==> config.mk <==
export PLATFORM = sky130hd
export DESIGN_NAME = rpc_top
export DESIGN_NICKNAME = d
export VERILOG_FILES = /design/src/rpc_pkg.sv /design/src/rpc_top.sv /design/src/rpc_pin_sync.sv
export VERILOG_INCLUDE_DIRS = /design/src /design/src/src
export SDC_FILE = /design/constraint.sdc
export NUM_CORES = 1
export LEC_CHECK = 0
export ABC_AREA = 1
export BUFFER_PORTS_ARGS = -buffer_cell sky130_fd_sc_hd__buf_2
export CORE_ASPECT_RATIO = 1.75
export CORE_UTILIZATION = 47
export CTS_CLUSTER_SIZE = 12
export DETAILED_ROUTE_END_ITERATION = 6
export HOLD_SLACK_MARGIN = 0.15
export MAX_ROUTING_LAYER = met4
export PLACE_DENSITY = 0.74
export REMOVE_ABC_BUFFERS = 1
export SYNTH_ARGS = -nofsm -noshare
export SYNTH_HDL_FRONTEND = slang
export SYNTH_HIERARCHICAL = 1
export SYNTH_SLANG_ARGS = --single-unit
==> constraint.sdc <==
create_clock -name mclk -period 1.3 [get_ports mclk]
set_input_delay 0.13 -clock mclk [delete_from_list [all_inputs] [get_ports mclk]]
set_output_delay 0.13 -clock mclk [all_outputs]
set_load 0.01 [all_outputs]
==> src/rpc_defs.svh <==
/*
 * Constants of the receive compression and reject sideband block: configuration field positions,
 * reset values and bit-position counts.
 * Assumes it is included by bare name by the package and by the design modules.
 */
`ifndef RPC_DEFS_SVH
`define RPC_DEFS_SVH

// ****************************************************************
// Configuration field layout
// ****************************************************************
`define RPC_CFG_WIDTH 16
`define RPC_CFG_MODE_LSB 1
`define RPC_CFG_MODE_MSB 2
`define RPC_MODE_RESET 2'h0

// ****************************************************************
// Frame bit positions
// ****************************************************************
`define RPC_BITS_PER_BYTE 8
`define RPC_TRIGGER_BYTE 7
`define RPC_TRIGGER_BIT 4
`define RPC_TRIGGER_COUNT (((`RPC_TRIGGER_BYTE) - 1) * (`RPC_BITS_PER_BYTE) + (`RPC_TRIGGER_BIT))
`define RPC_BIT_COUNT_WIDTH 7

// ****************************************************************
// Reject qualification
// ****************************************************************
`define RPC_REJECT_MIN_LOW 2
`define RPC_LOW_COUNT_WIDTH 2

`endif

==> src/rpc_pkg.sv <==
/*
 * Types of the receive compression and reject sideband block.
 * Assumes rpc_defs.svh is on the include path.
 */
`include "rpc_defs.svh"

package rpc_pkg;

    // ****************************************************************
    // Modes and states
    // ****************************************************************
    typedef enum logic [1:0] {
        RPC_MODE_OFF = 2'b00,
        RPC_MODE_MATCH = 2'b01,
        RPC_MODE_MISS = 2'b10,
        RPC_MODE_RSVD = 2'b11
    } rpc_mode_e;

    typedef enum logic [1:0] {
        RPC_ST_IDLE = 2'b00,
        RPC_ST_COUNT = 2'b01,
        RPC_ST_ASSERTED = 2'b10,
        RPC_ST_DRAIN = 2'b11
    } rpc_state_e;

    // ****************************************************************
    // Carriers
    // ****************************************************************
    typedef struct packed {
        logic rxBitClock;
        logic txBitClock;
        logic carrierSense;
        logic packetRejectInN;
    } rpc_pins_s;

    typedef struct packed {
        logic value;
        logic oe;
    } rpc_compress_s;

    typedef struct packed {
        logic stage1;
        logic stage2;
        logic stage3;
    } rpc_sync_s;

    typedef struct packed {
        logic configured;
        rpc_mode_e mode;
        rpc_state_e state;
        logic [`RPC_BIT_COUNT_WIDTH-1:0] bitCount;
        logic [`RPC_LOW_COUNT_WIDTH-1:0] lowCount;
        logic compressOut;
        logic rejectLatched;
        logic rejectPulse;
    } rpc_top_s;

endpackage : rpc_pkg

==> src/rpc_top.sv <==
/*
 * Receive-side sideband logic: drives the packet compression output toward an external
 * repeater management controller and qualifies the active-low packet reject input.
 * Assumes the bit clocks, carrier sense and reject arrive as pins from outside the mclk domain,
 * that the receive deserializer pulses frameStart in mclk when the first bit after the start
 * delimiter is due, and that addrMatch is settled by the time the destination address is in.
 */
`timescale 1ns/1ns
`include "rpc_defs.svh"

// Behaviour
// RULE1 - The compression output asserts on an address table match or on a mismatch, as two config bits select.
// RULE2 - The compression output stays undriven from reset until software writes the selection bits.
// RULE3 - With the condition met, the output asserts right after the fourth bit of the seventh frame byte.
// RULE4 - The output deasserts one transmit bit clock after carrier sense falls at frame end.
// RULE5 - Outside logic holds reject low at least two receive bit clocks and the frame is then rejected.
// RULE6 - Outside logic may assert reject up to the second-to-last bit and the rejection still works.
// RULE7 - Reject is sampled on receive bit clock edges and consecutive low samples are counted.
module rpc_top (
    input wire logic mclk,
    input wire logic rst,
    input rpc_pkg::rpc_pins_s pins,
    input wire logic frameStart,
    input wire logic addrMatch,
    input wire logic cfgWrite,
    input wire logic [`RPC_CFG_WIDTH-1:0] cfgData,
    output rpc_pkg::rpc_compress_s packet_compress_out,
    output logic frameReject,
    output logic rejectPulse,
    output rpc_pkg::rpc_mode_e compressMode
);
    import rpc_pkg::*;

    // ****************************************************************
    // Pin synchronisers
    // ****************************************************************
    logic rxLevel;
    logic rxRise;
    logic rxFall;
    logic txLevel;
    logic txRise;
    logic txFall;
    logic crsLevel;
    logic crsRise;
    logic crsFall;
    logic rejLevelN;
    logic rejRise;
    logic rejFall;

    rpc_pin_sync #(
        .RESET_LEVEL(1'b0)
    ) u_sync_rx (
        .mclk(mclk),
        .rst(rst),
        .pinAsync(pins.rxBitClock),
        .level(rxLevel),
        .rise(rxRise),
        .fall(rxFall)
    );

    rpc_pin_sync #(
        .RESET_LEVEL(1'b0)
    ) u_sync_tx (
        .mclk(mclk),
        .rst(rst),
        .pinAsync(pins.txBitClock),
        .level(txLevel),
        .rise(txRise),
        .fall(txFall)
    );

    rpc_pin_sync #(
        .RESET_LEVEL(1'b0)
    ) u_sync_crs (
        .mclk(mclk),
        .rst(rst),
        .pinAsync(pins.carrierSense),
        .level(crsLevel),
        .rise(crsRise),
        .fall(crsFall)
    );

    // Reject idles high, so its synchroniser resets high to avoid a false low sample.
    rpc_pin_sync #(
        .RESET_LEVEL(1'b1)
    ) u_sync_rej (
        .mclk(mclk),
        .rst(rst),
        .pinAsync(pins.packetRejectInN),
        .level(rejLevelN),
        .rise(rejRise),
        .fall(rejFall)
    );

    // ****************************************************************
    // Block state
    // ****************************************************************
    localparam logic [`RPC_BIT_COUNT_WIDTH-1:0] TRIGGER_COUNT = `RPC_BIT_COUNT_WIDTH'(`RPC_TRIGGER_COUNT);
    localparam logic [`RPC_LOW_COUNT_WIDTH-1:0] REJECT_MIN_LOW = `RPC_LOW_COUNT_WIDTH'(`RPC_REJECT_MIN_LOW);

    rpc_top_s state_reg;
    rpc_top_s state_next;
    logic conditionMet;

    // The table verdict is read only at the trigger bit, so it may still settle before then.
    always_comb begin
        unique case (state_reg.mode)
            RPC_MODE_MATCH: begin
                conditionMet = addrMatch; // [RULE1]
            end
            RPC_MODE_MISS: begin
                conditionMet = ~addrMatch; // [RULE1]
            end
            RPC_MODE_OFF,
            RPC_MODE_RSVD: begin
                conditionMet = 1'b0;
            end
        endcase
    end

    always_comb begin
        state_next = state_reg;
        state_next.rejectPulse = 1'b0;

        if (cfgWrite) begin
            state_next.configured = 1'b1; // [RULE2]
            state_next.mode = rpc_mode_e'(cfgData[`RPC_CFG_MODE_MSB:`RPC_CFG_MODE_LSB]); // [RULE1]
        end

        // ****************************************************************
        // Compression sequencing
        // ****************************************************************
        unique case (state_reg.state)
            RPC_ST_IDLE: begin
                if (frameStart) begin
                    state_next.bitCount = '0;
                    state_next.state = RPC_ST_COUNT;
                end
            end
            RPC_ST_COUNT: begin
                // Carrier dropping before the trigger bit abandons the count with the output untouched.
                if (crsFall) begin
                    state_next.state = RPC_ST_IDLE;
                end else if (rxRise) begin
                    state_next.bitCount = state_reg.bitCount + `RPC_BIT_COUNT_WIDTH'(1);
                    if (state_reg.bitCount + `RPC_BIT_COUNT_WIDTH'(1) == TRIGGER_COUNT) begin
                        // An unmet condition or a disabled mode ends the count; the output stays low for this frame.
                        if (conditionMet) begin
                            state_next.compressOut = 1'b1; // [RULE3]
                            state_next.state = RPC_ST_ASSERTED;
                        end else begin
                            state_next.state = RPC_ST_IDLE;
                        end
                    end
                end
            end
            RPC_ST_ASSERTED: begin
                if (crsFall) begin
                    state_next.state = RPC_ST_DRAIN; // [RULE4]
                end
            end
            RPC_ST_DRAIN: begin
                // The transmit clock runs free; were it stopped, the output would stay high here.
                if (txRise) begin
                    state_next.compressOut = 1'b0; // [RULE4]
                    state_next.state = RPC_ST_IDLE;
                end
            end
        endcase

        // ****************************************************************
        // Reject qualification
        // ****************************************************************
        // A new carrier clears the previous frame's verdict; a set in the same cycle still wins below.
        if (crsRise) begin
            state_next.rejectLatched = 1'b0;
            state_next.lowCount = '0;
        end
        // Samples after carrier falls are ignored, so a request on the last bit alone never counts.
        if (rxRise && (crsLevel || crsRise)) begin
            if (!rejLevelN) begin
                if (state_reg.lowCount != REJECT_MIN_LOW) begin
                    state_next.lowCount = state_reg.lowCount + `RPC_LOW_COUNT_WIDTH'(1); // [RULE7]
                end
                // Counting runs to the last sampled bit, so a late request still lands. [RULE6]
                if (state_reg.lowCount + `RPC_LOW_COUNT_WIDTH'(1) >= REJECT_MIN_LOW && !state_reg.rejectLatched) begin
                    state_next.rejectLatched = 1'b1; // [RULE5]
                    state_next.rejectPulse = 1'b1; // [RULE5]
                end
            end else begin
                state_next.lowCount = '0; // [RULE7]
            end
        end
    end

    always_ff @(posedge mclk) begin
        if (rst) begin
            state_reg.configured <= 1'b0;
            state_reg.mode <= rpc_mode_e'(`RPC_MODE_RESET);
            state_reg.state <= RPC_ST_IDLE;
            state_reg.bitCount <= '0;
            state_reg.lowCount <= '0;
            state_reg.compressOut <= 1'b0;
            state_reg.rejectLatched <= 1'b0;
            state_reg.rejectPulse <= 1'b0;
        end else begin
            state_reg <= state_next;
        end
    end

    // ****************************************************************
    // Outputs
    // ****************************************************************
    // The pin floats until configured, so a repeater sharing the line sees no stray level. [RULE2]
    assign packet_compress_out.oe = state_reg.configured;
    assign packet_compress_out.value = state_reg.compressOut;
    assign frameReject = state_reg.rejectLatched;
    assign rejectPulse = state_reg.rejectPulse;
    // The mode is exported so the far side can tell an idle mode from an unmet condition.
    assign compressMode = state_reg.mode;

endmodule : rpc_top

==> src/rpc_pin_sync.sv <==
/*
 * Two-flop synchroniser for one pin, with rise and fall pulses taken behind the second flop.
 * Assumes the pin toggles no faster than a quarter of mclk.
 */
`timescale 1ns/1ns
`include "rpc_defs.svh"

module rpc_pin_sync #(
    parameter logic RESET_LEVEL = 1'b0
) (
    input wire logic mclk,
    input wire logic rst,
    input wire logic pinAsync,
    output logic level,
    output logic rise,
    output logic fall
);
    import rpc_pkg::*;

    rpc_sync_s state_reg;
    rpc_sync_s state_next;

    always_comb begin
        state_next = state_reg;
        state_next.stage1 = pinAsync;
        state_next.stage2 = state_reg.stage1;
        state_next.stage3 = state_reg.stage2;
    end

    always_ff @(posedge mclk) begin
        if (rst) begin
            state_reg <= {RESET_LEVEL, RESET_LEVEL, RESET_LEVEL};
        end else begin
            state_reg <= state_next;
        end
    end

    // Edges compare the second and third flops only, so the metastable first flop feeds nothing else.
    assign level = state_reg.stage2;
    assign rise = state_reg.stage2 & ~state_reg.stage3;
    assign fall = ~state_reg.stage2 & state_reg.stage3;

endmodule : rpc_pin_sync

==> impl_metrics.ini <==
[synthesis]
synth_cells = 166
post_synth_instance_area_um2 = 1270
synth_area_per_cell_um2 = 7.65
yosysWarnings = 6

[setup_path]
cp_max_fo = 3
arrival_ps = 1630
crit_top_cell = nand2_2
end_kind = flip-flop
critPathMaxStageDelay_ps = 370
crit_chain = ha_4 -> nand3_2 -> nand2_2 -> nand2_2 -> nor2_2 -> nand3_2 -> nand2_1 -> nand2_1 -> nand2_2 -> nand2_2 -> nand2_1 -> a21oi_1
required_ps = 1470
crit_type = flip-flop to flip-flop
start_kind = flip-flop
crit_slowest_cell = dfxtp_2

[run_status]
violations = setup timing
status = complete, but fails checks

[pwr]
max-vdd-ir-drop_v = 0.00101
pwr_density_cell_nw_per_um2 = 1160
p_leak_nw = 0.779
finalPower_mw = 1.94

[clock_tree]
tritoncts = yes
clock-sinks = 28
clk_latency_ps = 270
cts_max_level = 1
cts-root-buf = clkbuf_8
numCtsBuffers = 3
clk_path_buf_depth = 2
path_clk_slew_ps = 90

[floorplan]
start_util_pct = 50.3
fp.dieW_um = 41.3
rows = 24
io_pins = 31
dieArea_um2 = 2920
die_y_um = 70.8
core_area_um2 = 2520

[detailed_routing]
drc = 0
drt-initial-drc-count = 32
wire_per_inst_um = 12.2
drtAntennaViolNets = 0
via_per_inst = 4.94
routed_wl_um = 2780
dr.pass1.iters = 4
via_count = 1126

[global_route]
grt_pass1_wl_um = 4390
antenna_found_initial = 0
grt_max_degree = 19
grt_usage_pct = 22.3
first_global_vias = 1144
grt_overflow = 0

[place]
port_buffers = 16
dp.cells = 216
place_area_um2 = 1450
post-place-ws_ps = -223
dp_hpwl_um = 2040
gp_congestion = 0.793

[final_layout]
final_area_um2 = 1670
layoutNonFillerInstCount = 228
synthToLayoutAreaGrowth_pct = 31.3
final_layout_size_suffix_gt1_share_pct = 35.6
final_nets = 232
largest_reg_flops = 10
antennaDiodeCount = 0

[timing]
fmax_ghz = 0.683
drv_slew = 0
period_minus_slack_ps = 1460
worst_slack_ps = -163
finClkSkew_ps = 1.32
hold_violations = 0
period_share_pct = 113
worstMarginPinSlew_ps = 328
finalSetupViolCount = 3
whs_ps = 141
max_slew_margin_pct = 78.1
rsz0062_at_grt = true

[worst_hold_path]
hp-class = input port to flip-flop

[job]
maxCapViolCount = 0
[worst paths after layout]
path                                       from                            to  slack, ps  depth (start not counted)
max                   state_reg[5]$_SDFFE_PP0P_    state_reg[12]$_SDFFE_PP0P_       -160                         12
min                                  cfgData[1]  compressMode[0]$_SDFFE_PP0P_        140                          3
max reg2reg           state_reg[5]$_SDFFE_PP0P_    state_reg[12]$_SDFFE_PP0P_       -160                         12
min reg2reg  u_sync_rx/state_next[1]$_SDFF_PP0_    u_sync_rx/level$_SDFF_PP0_        410                          2
[through the flow]
step                      TNS, ps  util, %
after floorplan              -228        -
after global placement       -422     57.3
after detailed placement     -677     57.3
after CTS                    -510     65.2
after global routing         -803     66.1
final                        -350     66.1
[cells in the final DEF (no fill, tap or decap), types with 4 or more instances in the layout]
cell and instances:
buf_2 16, inv_1 27, dfxtp_1 25, buf_4 15, nand3_2 4, dlygate4sd3_1 5, nor2_2 6, o21ai_0 8
nor2_1 18, nand2_1 18, nand2_2 7, a21oi_1 8, nand3_1 5, nor3_1 4
[area by class of cell]
type / count / area (um^2)
tap: 26 / 32.5
clock inverter: 1 / 30.0
fill: 225 / 855
clock buffer: 3 / 41.3
inverter: 32 / 125
sequential: 28 / 564
multi-input combinational: 101 / 621
timing repair buffer: 37 / 254
[metal layers]
layer | vias up | GRT usage [%] | part of all wire, %
li1 | 593 | - | -
met1 | 513 | 17.4 | 33
met2 | 16 | 43.6 | 63
met3 | 4 | 2.82 | 1.4
met4 | 0 | 9.32 | 1.7
met5 | - | - | 0
[what timing repair did]
action                                  CTS  global route
cloned                                    0             0
pin swaps                                12            14
endpoints found under the setup margin    5             9
endpoints found under the hold margin     5             0
hold buffers                              5             0
gates resized for setup                  16             9
buffers inserted                          3             1
[where the power goes]
group	switching, mW	internal, mW	total (mW)	leakage [nW]
Combinational	0.201	0.143	0.344	0.513
Clock	0.261	0.412	0.673	0.0357
Sequential	0.0250	0.901	0.926	0.230
[critical path: cells and delay by family, from the launching register on]
family          cells  cell delay, ps
simple gates       10             760
flops               1             370
fa+ha+maj           1             170
compound gates      1              50
(Power assumes the default switching activity.)
